--- config.mk ---
export PLATFORM = sky130hd
export DESIGN_NAME = fcu_flash_host
export DESIGN_NICKNAME = d
export VERILOG_FILES = /design/src/rtl/fcu_pkg.sv /design/src/rtl/fcu_cyc_if.sv /design/src/rtl/fcu_bus_engine.sv /design/src/rtl/fcu_flash_host.sv
export SDC_FILE = /design/constraint.sdc
export NUM_CORES = 1
export LEC_CHECK = 0
export BUFFER_PORTS_ARGS = -buffer_cell sky130_fd_sc_hd__buf_2
export CAP_MARGIN = 0
export CORE_AREA = 2 2 99 101
export CTS_CLUSTER_SIZE = 14
export DETAILED_ROUTE_END_ITERATION = 16
export DIE_AREA = 0 0 101 103
export PLACE_DENSITY = 0.82
export SLEW_MARGIN = 40
export SYNTH_ARGS = -nofsm -noshare
export SYNTH_HDL_FRONTEND = slang
export SYNTH_SLANG_ARGS = --single-unit
--- constraint.sdc ---
create_clock -name clk -period 2.9 [get_ports clk]
set_input_delay 0.58 -clock clk [delete_from_list [all_inputs] [get_ports clk]]
set_output_delay 0.58 -clock clk [all_outputs]
set_load 0.02 [all_outputs]
--- src/rtl/fcu_pkg.sv ---
package fcu_pkg;

  // Clock and pin timing
  localparam int CLK_NS = 4;
  localparam int T_WP_NS = 40;
  localparam int T_ACC_NS = 70;
  localparam int T_HZ_NS = 25;
  localparam logic [7:0] WP_CYC = 8'((T_WP_NS + CLK_NS - 1) / CLK_NS);
  localparam logic [7:0] ACC_CYC = 8'((T_ACC_NS + CLK_NS - 1) / CLK_NS);
  localparam logic [7:0] HZ_CYC = 8'((T_HZ_NS + CLK_NS - 1) / CLK_NS);

  // Command cycle addresses, low 15 bits only
  localparam int CMD_AW = 15;
  localparam logic [14:0] ADDR_UNLK1 = 15'h5555;
  localparam logic [14:0] ADDR_UNLK2 = 15'h2AAA;

  // Command data bytes
  localparam logic [7:0] DAT_UNLK1 = 8'hAA;
  localparam logic [7:0] DAT_UNLK2 = 8'h55;
  localparam logic [7:0] DAT_PROG = 8'hA0;
  localparam logic [7:0] DAT_ERASE = 8'h80;
  localparam logic [7:0] DAT_SECT = 8'h30;
  localparam logic [7:0] DAT_CHIP = 8'h10;
  localparam logic [7:0] DAT_ID_ENTER = 8'h90;
  localparam logic [7:0] DAT_ID_EXIT = 8'hF0;

  // Polling status bit that toggles while busy
  localparam int TOGGLE_BIT = 6;

  typedef enum logic [2:0] {
    OP_READ = 3'b000,
    OP_PROG = 3'b001,
    OP_SECT = 3'b010,
    OP_CHIP = 3'b011,
    OP_ID_ENTER = 3'b100,
    OP_ID_EXIT1 = 3'b101,
    OP_ID_EXIT3 = 3'b110
  } fcu_op_e;

endpackage

--- src/rtl/fcu_cyc_if.sv ---
interface fcu_cyc_if #(parameter int AW = 19);
  logic req;
  logic wr;
  logic [AW-1:0] addr;
  logic [7:0] wdata;
  logic done;
  logic [7:0] rdata;

  modport seq (output req, output wr, output addr, output wdata, input done, input rdata);
  modport engine (input req, input wr, input addr, input wdata, output done, output rdata);
endinterface

--- src/rtl/fcu_bus_engine.sv ---
module fcu_bus_engine #(
  parameter int AW = 19
) (
  // Clock and reset
  input logic clk,
  input logic rstn,
  // Cycle request
  fcu_cyc_if.engine cyc,
  // Flash pins
  output logic [AW-1:0] fl_addr,
  output logic [7:0] fl_dq_o,
  input logic [7:0] fl_dq_i,
  output logic fl_dq_oe_n,
  output logic fl_ce_n,
  output logic fl_oe_n,
  output logic fl_we_n
);
  import fcu_pkg::*;

  typedef enum logic [2:0] {
    EN_IDLE = 3'b000,
    EN_SET = 3'b001,
    EN_ACT = 3'b010,
    EN_REL = 3'b011,
    EN_GAP = 3'b100
  } fcu_en_state_e;

  fcu_en_state_e state_q, state_d;
  logic [7:0] cnt_q, cnt_d;
  logic wr_q, wr_d;
  logic [AW-1:0] addr_q, addr_d;
  logic [7:0] dq_o_q, dq_o_d;
  logic dq_oe_n_q, dq_oe_n_d;
  logic ce_n_q, ce_n_d, oe_n_q, oe_n_d, we_n_q, we_n_d;
  logic [7:0] rdata_q, rdata_d;
  logic [7:0] s1_q, s2_q, s3_q;

  always_comb begin
    state_d = state_q;
    cnt_d = cnt_q;
    wr_d = wr_q;
    addr_d = addr_q;
    dq_o_d = dq_o_q;
    dq_oe_n_d = dq_oe_n_q;
    ce_n_d = ce_n_q;
    oe_n_d = oe_n_q;
    we_n_d = we_n_q;
    rdata_d = rdata_q;
    case (state_q)
      EN_IDLE: begin
        if (cyc.req) begin
          // Address and data settle before any strobe falls [RULE19]
          addr_d = cyc.addr;
          wr_d = cyc.wr;
          dq_o_d = cyc.wdata;
          dq_oe_n_d = ~cyc.wr;
          ce_n_d = 1'b0;
          state_d = EN_SET;
        end
      end
      EN_SET: begin
        // Never both strobes low together [RULE17]
        if (wr_q) begin
          we_n_d = 1'b0;
          cnt_d = WP_CYC - 8'h01;
        end else begin
          oe_n_d = 1'b0;
          cnt_d = ACC_CYC - 8'h01;
        end
        state_d = EN_ACT;
      end
      EN_ACT: begin
        if (cnt_q != 8'h00) begin
          cnt_d = cnt_q - 8'h01;
        end else if (wr_q) begin
          we_n_d = 1'b1;
          state_d = EN_REL;
        end else if (s2_q == s3_q) begin
          rdata_d = s3_q;
          oe_n_d = 1'b1;
          state_d = EN_REL;
        end
      end
      EN_REL: begin
        // Data held one cycle past the rising write strobe [RULE19]
        ce_n_d = 1'b1;
        dq_oe_n_d = 1'b1;
        cnt_d = HZ_CYC - 8'h01;
        state_d = EN_GAP;
      end
      EN_GAP: begin
        if (cnt_q != 8'h00) begin
          cnt_d = cnt_q - 8'h01;
        end else begin
          state_d = EN_IDLE;
        end
      end
      default: begin
        state_d = EN_IDLE;
      end
    endcase
  end

  always_ff @(posedge clk) begin
    if (!rstn) begin
      state_q <= EN_IDLE;
      cnt_q <= 8'h00;
      wr_q <= 1'b0;
      addr_q <= '0;
      dq_o_q <= 8'h00;
      dq_oe_n_q <= 1'b1;
      ce_n_q <= 1'b1;
      oe_n_q <= 1'b1;
      we_n_q <= 1'b1;
      rdata_q <= 8'h00;
      s1_q <= 8'h00;
      s2_q <= 8'h00;
      s3_q <= 8'h00;
    end else begin
      state_q <= state_d;
      cnt_q <= cnt_d;
      wr_q <= wr_d;
      addr_q <= addr_d;
      dq_o_q <= dq_o_d;
      dq_oe_n_q <= dq_oe_n_d;
      ce_n_q <= ce_n_d;
      oe_n_q <= oe_n_d;
      we_n_q <= we_n_d;
      rdata_q <= rdata_d;
      s1_q <= fl_dq_i;
      s2_q <= s1_q;
      s3_q <= s2_q;
    end
  end

  assign cyc.done = (state_q == EN_GAP) && (cnt_q == 8'h00);
  assign cyc.rdata = rdata_q;
  assign fl_addr = addr_q;
  assign fl_dq_o = dq_o_q;
  assign fl_dq_oe_n = dq_oe_n_q;
  assign fl_ce_n = ce_n_q;
  assign fl_oe_n = oe_n_q;
  assign fl_we_n = we_n_q;

  ////////////////////////////////////////////////////////////////////////////
  a_strobe_excl: assert property (@(posedge clk) disable iff (!rstn) !(!oe_n_q && !we_n_q)) // [RULE17]
    else $error("output and write strobes low together");
  a_we_needs_ce: assert property (@(posedge clk) disable iff (!rstn) !we_n_q |-> !ce_n_q) // [RULE15]
    else $error("write strobe low without chip select");
  a_read_no_drive: assert property (@(posedge clk) disable iff (!rstn) !oe_n_q |-> dq_oe_n_q) // [RULE14]
    else $error("host drives data during a read");
  a_we_pulse_len: assert property (@(posedge clk) disable iff (!rstn)
    $fell(we_n_q) |-> (!we_n_q && !dq_oe_n_q)[*8] ##1 (!we_n_q && !dq_oe_n_q)[*2] ##1 ($rose(we_n_q) && !dq_oe_n_q)) // [RULE19]
    else $error("write pulse or data hold wrong");
endmodule

--- src/rtl/fcu_flash_host.sv ---
// Notes on behaviour
// (RULE1) Program and erase always need unlock writes
// (RULE2) Program: AA, 55, A0, then address/data
// (RULE3) Erase: six writes, two unlock pairs
// (RULE4) Sector erase ends with 30 at sector
// (RULE5) Chip erase ends with 10 at 5555
// (RULE6) Device drops bad sequences back to read
// (RULE7) Only address bits 14..0 matter for commands
// (RULE8) Identification entry: AA, 55, 90
// (RULE9) Identification reads give maker and part codes
// (RULE10) Exit: single F0, or AA, 55, F0
// (RULE11) Exit returns device to array read
// (RULE12) Exit ignored while device busy
// (RULE13) Identification mode lost over power-down
// (RULE14) Data pins float unless read enabled
// (RULE15) Device acts only with chip select low
// (RULE16) Device latches write data internally
// (RULE17) No write with output strobe low
// (RULE18) Commands ignored while program or erase runs
// (RULE19) Address at later fall, data at earlier rise
// (RULE20) Tracker restarts after abort or completion
// (RULE21) Unlock writes issued back to back
module fcu_flash_host #(
  parameter int AW = 19
) (
  // Clock and reset
  input logic clk,
  input logic rstn,
  // Command port
  input logic cmd_valid,
  output logic cmd_ready,
  input fcu_pkg::fcu_op_e cmd_op,
  input logic [AW-1:0] cmd_addr,
  input logic [7:0] cmd_data,
  // Response port
  output logic rsp_valid,
  output logic [7:0] rsp_data,
  // Flash pins
  output logic [AW-1:0] fl_addr,
  output logic [7:0] fl_dq_o,
  input logic [7:0] fl_dq_i,
  output logic fl_dq_oe_n,
  output logic fl_ce_n,
  output logic fl_oe_n,
  output logic fl_we_n
);
  import fcu_pkg::*;

  typedef enum logic [2:0] {
    ST_IDLE = 3'b000,
    ST_ISSUE = 3'b001,
    ST_WAIT = 3'b010,
    ST_POLL = 3'b011,
    ST_PWAIT = 3'b100,
    ST_RESP = 3'b101
  } fcu_state_e;

  fcu_state_e state_q, state_d;
  fcu_op_e op_q, op_d;
  logic [AW-1:0] addr_q, addr_d;
  logic [7:0] data_q, data_d;
  logic [2:0] idx_q, idx_d;
  logic prev_ok_q, prev_ok_d;
  logic prev_bit_q, prev_bit_d;
  logic [7:0] rsp_data_q, rsp_data_d;

  fcu_cyc_if #(.AW(AW)) cyc ();

  ////////////////////////////////////////////////////////////////////////////
  // Sequence tables
  function automatic logic [2:0] step_count(input fcu_op_e op);
    case (op)
      OP_READ: step_count = 3'd1;
      OP_PROG: step_count = 3'd4;
      OP_SECT: step_count = 3'd6;
      OP_CHIP: step_count = 3'd6;
      OP_ID_EXIT1: step_count = 3'd1;
      default: step_count = 3'd3;
    endcase
  endfunction

  // Command addresses carry zeros above bit 14 [RULE7]
  function automatic logic [AW-1:0] cmd_word(input logic [14:0] a);
    cmd_word = {{(AW-CMD_AW){1'b0}}, a};
  endfunction

  function automatic logic [AW-1:0] step_addr(input fcu_op_e op, input logic [2:0] idx,
                                              input logic [AW-1:0] ua);
    if (op == OP_READ || op == OP_ID_EXIT1) begin
      step_addr = ua;
    end else begin
      case (idx)
        3'd1: step_addr = cmd_word(ADDR_UNLK2);
        3'd3: step_addr = (op == OP_PROG) ? ua : cmd_word(ADDR_UNLK1); // [RULE2]
        3'd4: step_addr = cmd_word(ADDR_UNLK2);
        3'd5: step_addr = (op == OP_SECT) ? ua : cmd_word(ADDR_UNLK1); // [RULE4] [RULE5]
        default: step_addr = cmd_word(ADDR_UNLK1);
      endcase
    end
  endfunction

  function automatic logic [7:0] step_data(input fcu_op_e op, input logic [2:0] idx,
                                           input logic [7:0] ud);
    if (op == OP_ID_EXIT1) begin
      step_data = DAT_ID_EXIT; // [RULE10]
    end else begin
      case (idx)
        3'd0: step_data = DAT_UNLK1; // [RULE1]
        3'd1: step_data = DAT_UNLK2;
        3'd2: begin
          case (op)
            OP_PROG: step_data = DAT_PROG; // [RULE2]
            OP_ID_ENTER: step_data = DAT_ID_ENTER; // [RULE8]
            OP_ID_EXIT3: step_data = DAT_ID_EXIT; // [RULE10]
            default: step_data = DAT_ERASE; // [RULE3]
          endcase
        end
        3'd3: step_data = (op == OP_PROG) ? ud : DAT_UNLK1; // [RULE3]
        3'd4: step_data = DAT_UNLK2;
        default: step_data = (op == OP_SECT) ? DAT_SECT : DAT_CHIP; // [RULE4] [RULE5]
      endcase
    end
  endfunction

  ////////////////////////////////////////////////////////////////////////////
  // Sequencer
  always_comb begin
    state_d = state_q;
    op_d = op_q;
    addr_d = addr_q;
    data_d = data_q;
    idx_d = idx_q;
    prev_ok_d = prev_ok_q;
    prev_bit_d = prev_bit_q;
    rsp_data_d = rsp_data_q;
    case (state_q)
      ST_IDLE: begin
        if (cmd_valid) begin
          op_d = cmd_op;
          addr_d = cmd_addr;
          data_d = cmd_data;
          idx_d = 3'd0;
          state_d = ST_ISSUE;
        end
      end
      ST_ISSUE: begin
        state_d = ST_WAIT;
      end
      ST_WAIT: begin
        if (cyc.done) begin
          if (op_q == OP_READ) begin
            rsp_data_d = cyc.rdata;
            state_d = ST_RESP;
          end else if (idx_q + 3'd1 == step_count(op_q)) begin
            rsp_data_d = 8'h00;
            prev_ok_d = 1'b0;
            // Busy after program or erase: poll until the toggle bit settles
            if (op_q == OP_PROG || op_q == OP_SECT || op_q == OP_CHIP) begin
              state_d = ST_POLL;
            end else begin
              state_d = ST_RESP;
            end
          end else begin
            // Next unlock write follows at once [RULE21]
            idx_d = idx_q + 3'd1;
            state_d = ST_ISSUE;
          end
        end
      end
      ST_POLL: begin
        state_d = ST_PWAIT;
      end
      ST_PWAIT: begin
        if (cyc.done) begin
          prev_ok_d = 1'b1;
          prev_bit_d = cyc.rdata[TOGGLE_BIT];
          if (prev_ok_q && prev_bit_q == cyc.rdata[TOGGLE_BIT]) begin
            rsp_data_d = cyc.rdata;
            state_d = ST_RESP;
          end else begin
            state_d = ST_POLL;
          end
        end
      end
      ST_RESP: begin
        state_d = ST_IDLE;
      end
      default: begin
        state_d = ST_IDLE;
      end
    endcase
  end

  always_ff @(posedge clk) begin
    if (!rstn) begin
      state_q <= ST_IDLE;
      op_q <= OP_READ;
      addr_q <= '0;
      data_q <= 8'h00;
      idx_q <= 3'd0;
      prev_ok_q <= 1'b0;
      prev_bit_q <= 1'b0;
      rsp_data_q <= 8'h00;
    end else begin
      state_q <= state_d;
      op_q <= op_d;
      addr_q <= addr_d;
      data_q <= data_d;
      idx_q <= idx_d;
      prev_ok_q <= prev_ok_d;
      prev_bit_q <= prev_bit_d;
      rsp_data_q <= rsp_data_d;
    end
  end

  // No command taken while a step or a poll is in flight [RULE12] [RULE18]
  assign cmd_ready = (state_q == ST_IDLE);
  assign rsp_valid = (state_q == ST_RESP);
  assign rsp_data = rsp_data_q;

  assign cyc.req = (state_q == ST_ISSUE) || (state_q == ST_POLL);
  assign cyc.wr = (state_q == ST_ISSUE) && (op_q != OP_READ);
  assign cyc.addr = (state_q == ST_POLL) ? addr_q : step_addr(op_q, idx_q, addr_q);
  assign cyc.wdata = step_data(op_q, idx_q, data_q);

  fcu_bus_engine #(.AW(AW)) u_engine (
    .clk(clk),
    .rstn(rstn),
    .cyc(cyc),
    .fl_addr(fl_addr),
    .fl_dq_o(fl_dq_o),
    .fl_dq_i(fl_dq_i),
    .fl_dq_oe_n(fl_dq_oe_n),
    .fl_ce_n(fl_ce_n),
    .fl_oe_n(fl_oe_n),
    .fl_we_n(fl_we_n)
  );

  ////////////////////////////////////////////////////////////////////////////
  a_first_unlock: assert property (@(posedge clk) disable iff (!rstn) // [RULE1]
    cyc.req && cyc.wr && idx_q == 3'd0 && op_q != OP_ID_EXIT1
    |-> cyc.addr[14:0] == ADDR_UNLK1 && cyc.wdata == DAT_UNLK1)
    else $error("first unlock write wrong");
  a_second_unlock: assert property (@(posedge clk) disable iff (!rstn) // [RULE3]
    cyc.req && (idx_q == 3'd1 || idx_q == 3'd4) |-> cyc.addr == cmd_word(ADDR_UNLK2) && cyc.wdata == DAT_UNLK2)
    else $error("second unlock write wrong");
  a_prog_seq: assert property (@(posedge clk) disable iff (!rstn) // [RULE2]
    cyc.req && state_q == ST_ISSUE && op_q == OP_PROG && idx_q == 3'd3
    |-> cyc.addr == addr_q && cyc.wdata == data_q && cyc.wr)
    else $error("program data write wrong");
  a_sect_final: assert property (@(posedge clk) disable iff (!rstn) // [RULE4]
    cyc.req && op_q == OP_SECT && idx_q == 3'd5 |-> cyc.addr == addr_q && cyc.wdata == DAT_SECT)
    else $error("sector erase final write wrong");
  a_chip_final: assert property (@(posedge clk) disable iff (!rstn) // [RULE5]
    cyc.req && state_q == ST_ISSUE && op_q == OP_CHIP && idx_q == 3'd5
    |-> cyc.addr == cmd_word(ADDR_UNLK1) && cyc.wdata == DAT_CHIP)
    else $error("chip erase final write wrong");
  a_id_entry: assert property (@(posedge clk) disable iff (!rstn) // [RULE8]
    cyc.req && op_q == OP_ID_ENTER && idx_q == 3'd2 |-> cyc.wdata == DAT_ID_ENTER)
    else $error("identification entry code wrong");
  a_id_exit: assert property (@(posedge clk) disable iff (!rstn) // [RULE10]
    cyc.req && op_q == OP_ID_EXIT1 |-> cyc.wdata == DAT_ID_EXIT && cyc.wr)
    else $error("identification exit code wrong");
  a_back_to_back: assert property (@(posedge clk) disable iff (!rstn) // [RULE21]
    state_q == ST_WAIT && cyc.done && op_q != OP_READ && idx_q + 3'd1 < step_count(op_q)
    |=> cyc.req && cyc.wr)
    else $error("gap between unlock writes");
  a_busy_closed: assert property (@(posedge clk) disable iff (!rstn) // [RULE18]
    state_q == ST_POLL |-> !cmd_ready ##1 !cmd_ready)
    else $error("command taken while busy");

  c_program: cover property (@(posedge clk) disable iff (!rstn) rsp_valid && op_q == OP_PROG);
  c_sect: cover property (@(posedge clk) disable iff (!rstn) rsp_valid && op_q == OP_SECT);
  c_id_entry: cover property (@(posedge clk) disable iff (!rstn) rsp_valid && op_q == OP_ID_ENTER);
  c_read: cover property (@(posedge clk) disable iff (!rstn) rsp_valid && op_q == OP_READ);
endmodule

==> flow_summary.ini, run 1 <==
[synthesis]
synthArstFlopShare_pct = 0
post_synth_instance_area_sq_um = 5080
synth_warnings = 0
ys_top_cells_by_count = 121 x dfxtp_1, 114 x nand2_1, 55 x nor2_1
ys_ff_latch = 121
ys.flop_type = dfxtp_1
netlist.area_leader.share_pct = 47.7
yosysMostFrequentCell = dfxtp_1
synth.area.top_cells = dfxtp_1 48%, nand2_1 8.4%, a21oi_1 4.9%
netlist_instances = 603
synth_largest_area_cell = dfxtp_1
ys_seq_area_share_pct = 47.7
avgSynthCellArea_sq_um = 8.42
ys_types = 58
synth_nets = 651
synth_edf_count = 0

[power]
switching_share_pct = 27.6
switchingPower_uw = 1280
p_clk_share_pct = 47.0
intPower_uw = 3340
p_comb_share_pct = 12.8
p_per_area_nw_per_um2 = 749
total_power_uw = 4620
ir_drop_uv = 530
power.leakage_uw = 0.00250
pwr-share-seq_pct = 40.2

[timing]
report.final.slew_viol_count = 0
min_period_over_period_pct = 87.9
slew_headroom_pct = 61.4
worstMarginPinSlew_ns = 0.578
skew_ns = 0.0121
fin_hold_ws_ns = 0.274
fin_crit_ns = 2.55
rsz0062_at_grt = false
fin_tns_setup_ns = 0
setup_ws_ns = 0.352
max_freq_mhz = 392
finalSetupViolCount = 0
hold_viol_final = 0

[clocking]
cts_tree = done
htreeDepth = 4
cts_buffer_depth = 2
clk_pin_slew_ns = 0.06
root_buffer = clkbuf_8
clk_latency_ns = 0.51
cts_resized = 0
postCtsSetupRepairBufs = 0
cts_hold_buf = 0
clkSinkCount = 121
cts_buffers = 17

[min_path]
worstHoldPathCells = 2
hold_path_class = in2reg

[placement]
placed_cell_area_sq_um = 5550
port_buffers = 81
gp_congestion = 0.842
post-place-ws_ns = 0.380
dp_hpwl_um = 7980

[detailed_routing]
postRouteAntennaNets = 0
first_iter_violations = 318
drc = 0
dr_total_vias = 4508
avgViaCountPerCell = 5.62
drtPass1Iterations = 8
wl_um = 12200
wire_per_inst_um = 15.3

[run]
maxCapViolations = 0

[critical_path]
critical-path-top-delay-family = compound AO/OA/AOI/OAI gates
cp-end-kind = register
r2r_cells = 7
crit_fanout = 10
cp_cell_sequence = inv_1 -> ha_1 -> or3b_4 -> o21ai_0 -> a211oi_1 -> a2111o_1 -> mux2i_1
cp_num_buf_inv = 1
arrival_ns = 2.92
required_ns = 3.27
crit_cells = 7
crit_slowest_cell = a2111o_1
max_stage_delay_ns = 0.57
worst_setup_path_start_kind = register
path_class = reg2reg

[floorplan]
coreArea_sq_um = 9460
dieArea_sq_um = 10400
io_pins = 82
initial_utilization_pct = 53.7
fp.dieH_um = 103
chipWidth_um = 101
rows = 36

[grt]
grt_usage_pct = 24.3
overflow = 0
antenna_found_initial = 0
grt_max_degree = 51
grt_first_pass_wirelength_um = 19900
grt_pass1_vias = 4344

[layout]
fin_area_sq_um = 6160
drive_above_1_share_pct = 20.1
areaGrowthSynthToFinish_pct = 21.4
antennaDiodeCount = 0
finalNetCount = 723

[status]
status = finished clean
-- power by group through the flow --
stage,Clock (uW),Combinational (uW),Sequential (uW)
finish,2170,591,1860
global route,2280,665,1870
CTS,2190,589,1850
detailed placement,0,579,1890
global placement,0,556,1880
floorplan,0,406,1880
-- flip-flops by register name, indices dropped and copies added (netlist names) --
signal	flops
prev_bit_q	1
u_engine.cnt_q	8
idx_q	3
state_q	3
u_engine.s3_q	8
u_engine.cyc.rdata	8
op_q	3
data_q	8
u_engine.wr_q	1
u_engine.s1_q	8
u_engine.fl_ce_n	1
u_engine.fl_dq_o	8
u_engine.fl_dq_oe_n	1
u_engine.fl_addr	19
u_engine.fl_oe_n	1
rsp_data	8
prev_ok_q	1
u_engine.state_q	3
u_engine.s2_q	8
addr_q	19
u_engine.fl_we_n	1
-- worst reg2reg max path, cell delays in order (launching register included) --
cell and delay, ns:
dfxtp_1 0.49, inv_1 0.13, ha_1 0.38, or3b_4 0.41, o21ai_0 0.10, a211oi_1 0.14
a2111o_1 0.57, mux2i_1 0.19
-- path summary, 6_finish.rpt --
check / start / endpoint / slack, ns
worst max-delay path: idx_q[2] / rsp_data[7] / 0.35
worst min-delay path: fl_dq_i[1] / u_engine.s1_q[1] / 0.27
worst max register to register: idx_q[2] / rsp_data[7] / 0.35
worst min register to register: u_engine.s1_q[6] / u_engine.s2_q[6] / 0.43
-- placed cells by master (no fill, tap or decap), drive strengths merged, types with 4 or more instances in the layout --
cell type  instances
dfxtp            121
nand2            114
buf               88
nor2              55
a21oi             50
o21ai             37
and2              28
mux2i             18
clkbuf            18
inv               16
xnor2             13
nand3             11
nor3               9
ha                 7
nor2b              6
nand2b             6
a22oi              6
o211ai             5
a31oi              5
or3                4
nor3b              4
nand3b             4
or2                4
xor2               4
clkinv             4
-- layer usage --
layer  vias up  track usage, %  share of wire, %
met5         -               0                 0
met1      2058            29.7                43
met4         0            12.2               3.0
li1       2211               -                 -
met2       199            40.3                48
met3        40            5.97               6.3
-- cells by family (layout without fill, tap and decap cells) --
group	after synthesis	in the layout	synth area share, %
adders and majority gates	7	7	1.72
xor gates and xnor gates	17	17	2.93
DFF	121	121	47.7
AOI/OAI and AO/OA	135	135	16.1
and+or+nand+nor	260	260	24.3
muxes	18	18	3.55
buffers and inverters	45	130	3.72
-- final cells by class --
cell class	instances	area, sq um
Clock buffer	18	428
Inverter	10	37.5
Tap cell	114	143
Multi-Input combinational cell	437	2490
Clock inverter	14	186
Sequential cell	121	2420
Fill cell	732	3300
Timing Repair Buffer	88	458
-- through the flow --
stage,utilization (%),std cells
final,65.2,802
after global placement,58.6,770
after detailed placement,58.7,770
after CTS,65.2,802
after global routing,65.2,802
after floorplan,-,603
No activity file was read; power rests on OpenSTA's default activity.
==> run 2, diff against run 1 <==
--- a/config.mk
+++ b/config.mk
@@ -7,11 +7,11 @@
 export LEC_CHECK = 0
 export BUFFER_PORTS_ARGS = -buffer_cell sky130_fd_sc_hd__buf_2
 export CAP_MARGIN = 0
-export CORE_AREA = 2 2 99 101
+export CORE_AREA = 2 2 110 112
 export CTS_CLUSTER_SIZE = 14
 export DETAILED_ROUTE_END_ITERATION = 16
-export DIE_AREA = 0 0 101 103
-export PLACE_DENSITY = 0.82
+export DIE_AREA = 0 0 112 114
+export PLACE_DENSITY = 0.7
 export SLEW_MARGIN = 40
 export SYNTH_ARGS = -nofsm -noshare
 export SYNTH_HDL_FRONTEND = slang
==> flow_summary.ini, run 2 (synthesized netlist as in run 1, its figures left out) <==
[power]
p_clk_share_pct = 45.8
p_per_area_nw_per_um2 = 731
intPower_uw = 3320
switching_share_pct = 26.6
ir_drop_uv = 569
switchingPower_uw = 1200
power.leakage_uw = 0.00248
p_comb_share_pct = 13.0
pwr-share-seq_pct = 41.1

[status]
status = finished clean

[critical_path]
worst_setup_path_start_kind = register
cp_num_buf_inv = 1
ff2ff_setup_slack_ns = 0.37
path_class = reg2reg
crit_fanout = 10
cp-end-kind = register
required_ns = 3.17
crit_slowest_cell = a2111o_1
cp_cell_sequence = inv_1 -> ha_1 -> or3b_4 -> a21oi_1 -> a211oi_1 -> a2111o_1 -> mux2i_1
critical-path-top-delay-family = compound AO/OA/AOI/OAI gates
max_stage_delay_ns = 0.57
arrival_ns = 2.81

[placement]
place_inst = 804
dp_hpwl_um = 8240
port_buffers = 81
gp_congestion = 0.804

[clocking]
cts_buffer_depth = 2
clk_latency_ns = 0.41
root_buffer = clkbuf_16
cts_tree = done
cts_buffers = 17
htreeDepth = 4
postCtsSetupRepairBufs = 0
cts_hold_buf = 0
clkSinkCount = 121
clk_pin_slew_ns = 0.06
cts_resized = 0

[timing]
fin_tns_setup_ns = 0
rsz0062_at_grt = false
hold_viol_final = 0
worstMarginPinSlew_ns = 0.636
max_freq_mhz = 395
min_period_over_period_pct = 87.3
finalSetupViolCount = 0
skew_ns = 0.00761
slew_headroom_pct = 57.6
report.final.slew_viol_count = 0
fin_crit_ns = 2.53

[layout]
layout_commonest_cell = dfxtp_1
finalNetCount = 724
mostFrequentLayoutCells = 121 x dfxtp_1, 114 x nand2_1, 81 x buf_2, 54 x nor2_1, 50 x a21oi_1
drive_above_1_share_pct = 19.8
antennaDiodeCount = 0
areaGrowthSynthToFinish_pct = 21.7
final_cells = 835

[min_path]
hold_path_class = in2reg

[grt]
grt_first_pass_wirelength_um = 20100
grt_pass1_vias = 4175
overflow = 0
grt_max_degree = 49
antenna_found_initial = 0
grt_usage_pct = 19.6

[floorplan]
fp.dieH_um = 114
dieArea_sq_um = 12800
rows = 40
chipWidth_um = 112
coreArea_sq_um = 11700
initial_utilization_pct = 43.4
io_pins = 82

[detailed_routing]
avgViaCountPerCell = 5.32
wire_per_inst_um = 14.6
dr_total_vias = 4441
postRouteAntennaNets = 0
drc = 0
first_iter_violations = 387
wl_um = 12200
drtPass1Iterations = 5

[run]
maxCapViolations = 0
[run 2: cell types whose count changed in the layout (fill, tap and decap cells not counted), sizes merged]
cell | before | now
bufinv | 3 | 2
inv | 16 | 11
clkbuf | 18 | 21
clkinvlp | 1 | 6
clkinv | 4 | 1
buf | 88 | 89
[run 2: power groups by stage]
| stage | Combinational [uW] | Clock [uW] | Sequential (uW) |
|---|---|---|---|
| after global routing | 654 | 2200 | 1870 |
| after CTS | 588 | 2100 | 1860 |
| final | 589 | 2070 | 1860 |
| after floorplan | 406 | 0 | 1880 |
| after detailed placement | 584 | 0 | 1890 |
| after global placement | 568 | 0 | 1890 |
[run 2: path summary, 6_finish.rpt]
| check | from | to | cells past startpoint |
|---|---|---|---|
| worst min register to register | u_engine.s1_q[0] | u_engine.s2_q[0] | 1 |
| worst max register to register | idx_q[2] | rsp_data[4] | 7 |
| worst max-delay path | idx_q[2] | rsp_data[4] | 7 |
| worst min-delay path | fl_dq_i[2] | u_engine.s1_q[2] | 2 |
[run 2: per-stage QoR]
stage	worst slack [ns]	utilization, %	total power (uW)	area (sq um)	hold slack, ns
after floorplan	0.583	-	2290	5080	0.412
after global placement	0.496	47.7	2450	5590	0.413
after detailed placement	0.399	47.7	2470	5590	0.418
after CTS	0.381	52.8	4540	6180	0.361
after global routing	0.220	52.8	4720	6180	0.369
final	0.369	52.8	4520	6180	0.371
[run 2: routing by layer]
metal | global-route usage [%] | part of all wire, % | vias to the layer above
met2 | 32.3 | 47 | 137
li1 | - | - | 2207
met4 | 6.50 | 0.94 | 0
met5 | 0 | 0 | -
met3 | 4.73 | 5.8 | 13
met1 | 25.4 | 46 | 2084
[run 2: final cells by class]
| cell class | instances | area (sq um) |
|---|---|---|
| Clock buffer | 21 | 470 |
| Clock inverter | 10 | 119 |
| Fill cell | 1094 | 5530 |
| Inverter | 10 | 37.5 |
| Multi-Input combinational cell | 437 | 2480 |
| Sequential cell | 121 | 2420 |
| Tap cell | 147 | 184 |
| Timing Repair Buffer | 89 | 465 |
[run 2: worst register-to-register path, delay by kind of cell, from the launching register on]
| kind | cells | cell delay (ns) |
|---|---|---|
| adders and majority gates | 1 | 0.38 |
| buffers and inverters | 1 | 0.13 |
| AOI/OAI and AO/OA | 3 | 0.80 |
| muxes | 1 | 0.19 |
| and+or+nand+nor | 1 | 0.41 |
| DFF | 1 | 0.49 |
==> run 3, diff against run 2 <==
--- a/config.mk
+++ b/config.mk
@@ -7,11 +7,13 @@
 export LEC_CHECK = 0
 export BUFFER_PORTS_ARGS = -buffer_cell sky130_fd_sc_hd__buf_2
 export CAP_MARGIN = 0
-export CORE_AREA = 2 2 110 112
+export CORE_AREA = 2 2 99 101
 export CTS_CLUSTER_SIZE = 14
 export DETAILED_ROUTE_END_ITERATION = 16
-export DIE_AREA = 0 0 112 114
-export PLACE_DENSITY = 0.7
+export DIE_AREA = 0 0 101 103
+export PLACE_DENSITY = 0.82
+export REMOVE_ABC_BUFFERS = 1
+export SETUP_SLACK_MARGIN = 0.05
 export SLEW_MARGIN = 40
 export SYNTH_ARGS = -nofsm -noshare
 export SYNTH_HDL_FRONTEND = slang
==> flow_summary.ini, run 3 (synthesized netlist as in run 1, its figures left out) <==
[placement]
dp_hpwl_um = 7750
post-place-ws_ns = 0.386
gp_congestion = 0.868
port_buffers = 81
placed_cell_area_sq_um = 5530

[power]
pwr-share-seq_pct = 39.1
p_clk_share_pct = 48.6
switchingPower_uw = 1260
intPower_uw = 3490
p_comb_share_pct = 12.3
power.leakage_uw = 0.00251
ir_drop_uv = 584
switching_share_pct = 26.5
p_per_area_nw_per_um2 = 767

[floorplan]
rows = 36
io_pins = 82
initial_utilization_pct = 53.7
coreArea_sq_um = 9460
dieArea_sq_um = 10400
chipWidth_um = 101
fp.dieH_um = 103

[clocking]
root_buffer = clkbuf_8
htreeDepth = 4
clk_pin_slew_ns = 0.06
cts_hold_buf = 0
cts_tree = done
cts_buffer_depth = 2
cts_resized = 0
cts_buffers = 17
clkSinkCount = 121
postCtsSetupRepairBufs = 0
clk_latency_ns = 0.52

[detailed_routing]
wire_per_inst_um = 14.8
first_iter_violations = 274
drc = 0
drtPass1Iterations = 5
postRouteAntennaNets = 0
avgViaCountPerCell = 5.61
dr_total_vias = 4497
wl_um = 11900

[layout]
antennaDiodeCount = 0
finalNetCount = 722
layout_commonest_cell = dfxtp_1
multiInputGateArea_sq_um = 2480
mostFrequentLayoutCells = 121 x dfxtp_1, 114 x nand2_1, 81 x buf_2, 54 x nor2_1, 50 x a21oi_1
drive_above_1_share_pct = 19.8
seqCellArea_sq_um = 2420
areaGrowthSynthToFinish_pct = 21.9
n_fill_cell = 717
fin_area_sq_um = 6190

[critical_path]
required_ns = 3.29
ff2ff_setup_slack_ns = 0.36
arrival_ns = 2.93
cp_cell_sequence = inv_1 -> ha_1 -> or3b_4 -> a21oi_1 -> a211oi_1 -> a2111o_1 -> mux2i_1
cp-end-kind = register
r2r-start = idx_q[2]
max_stage_delay_ns = 0.57
worst_setup_path_start_kind = register
crit_fanout = 10
path_class = reg2reg
regToRegEndpoint = rsp_data[1]
crit_slowest_cell = a2111o_1
r2r_cells = 7

[grt]
grt_pass1_vias = 4256
grt_usage_pct = 23.5
grt_max_degree = 51
antenna_found_initial = 0
grt_first_pass_wirelength_um = 19100
overflow = 0

[timing]
max_freq_mhz = 394
finalSetupViolCount = 0
fin_crit_ns = 2.54
rsz0062_at_grt = false
setup_ws_ns = 0.362
hold_viol_final = 0
slew_headroom_pct = 43.4
min_period_over_period_pct = 87.5
skew_ns = 0.00831
report.final.slew_viol_count = 0
worstMarginPinSlew_ns = 0.837
fin_hold_ws_ns = 0.261

[min_path]
worstHoldEndpoint = u_engine.s1_q[5]
worstHoldStart = fl_dq_i[5]
worstHoldPathCells = 2
hold_path_class = in2reg

[status]
status = finished clean

[run]
maxCapViolations = 0
-- run 3: stage by stage --
stage / cells / setup TNS (ns) / power (uW) / util [%]
2_1_floorplan: 568 / -0.00235 / 2260 / -
3_3_place_gp: 769 / 0 / 2430 / 58.5
3_5_place_dp: 769 / 0 / 2460 / 58.5
4_1_cts: 801 / 0 / 4760 / 65.4
5_1_grt: 801 / 0 / 4920 / 65.4
6_report: 801 / 0 / 4750 / 65.4
-- run 3: how the worst max path moves through the flow --
stage	from	to	slack (ns)	depth (start not counted)
finish	idx_q[2]	rsp_data[1]	0.36	7
global route	idx_q[2]	rsp_data[3]	0.22	7
CTS	idx_q[2]	rsp_data[2]	0.38	7
detailed placement	idx_q[2]	rsp_data[2]	0.39	7
global placement	idx_q[2]	rsp_data[0]	0.53	7
floorplan	cmd_valid	idx_q[2]	-0.002	4
-- run 3: cell type report --
type	count	share of cell area (%)
clock buffers	17	6.69
clock inverters	15	3.88
inverters	10	0.607
multi-input cells	437	40.1
flip-flops and latches	121	39.1
well taps	114	2.30
repair buffers	87	7.28
-- run 3: per-layer routing --
layer / wire, um / part of all wire [%] / up-vias / track usage (%)
met5: 0 / 0 / - / 0
met3: 759 / 6.4 / 28 / 5.90
met2: 5770 / 49 / 183 / 40.6
met4: 288 / 2.4 / 0 / 12.2
met1: 5060 / 43 / 2081 / 27.2
li1: - / - / 2205 / -
-- run 3: worst max-delay path, delay by kind of cell, from the launching register on --
family / cells / cell delay, ns
AOI/OAI and AO/OA: 3 / 0.81
adders and majority gates: 1 / 0.39
buffers and inverters: 1 / 0.12
DFF: 1 / 0.48
muxes: 1 / 0.18
and+or+nand+nor: 1 / 0.41
-- run 3: power by group through the flow --
stage	Combinational [uW]	Sequential, uW	Clock (uW)
finish	585	1860	2310
global route	645	1870	2400
CTS	582	1850	2330
detailed placement	572	1890	0
global placement	552	1880	0
floorplan	362	1900	0
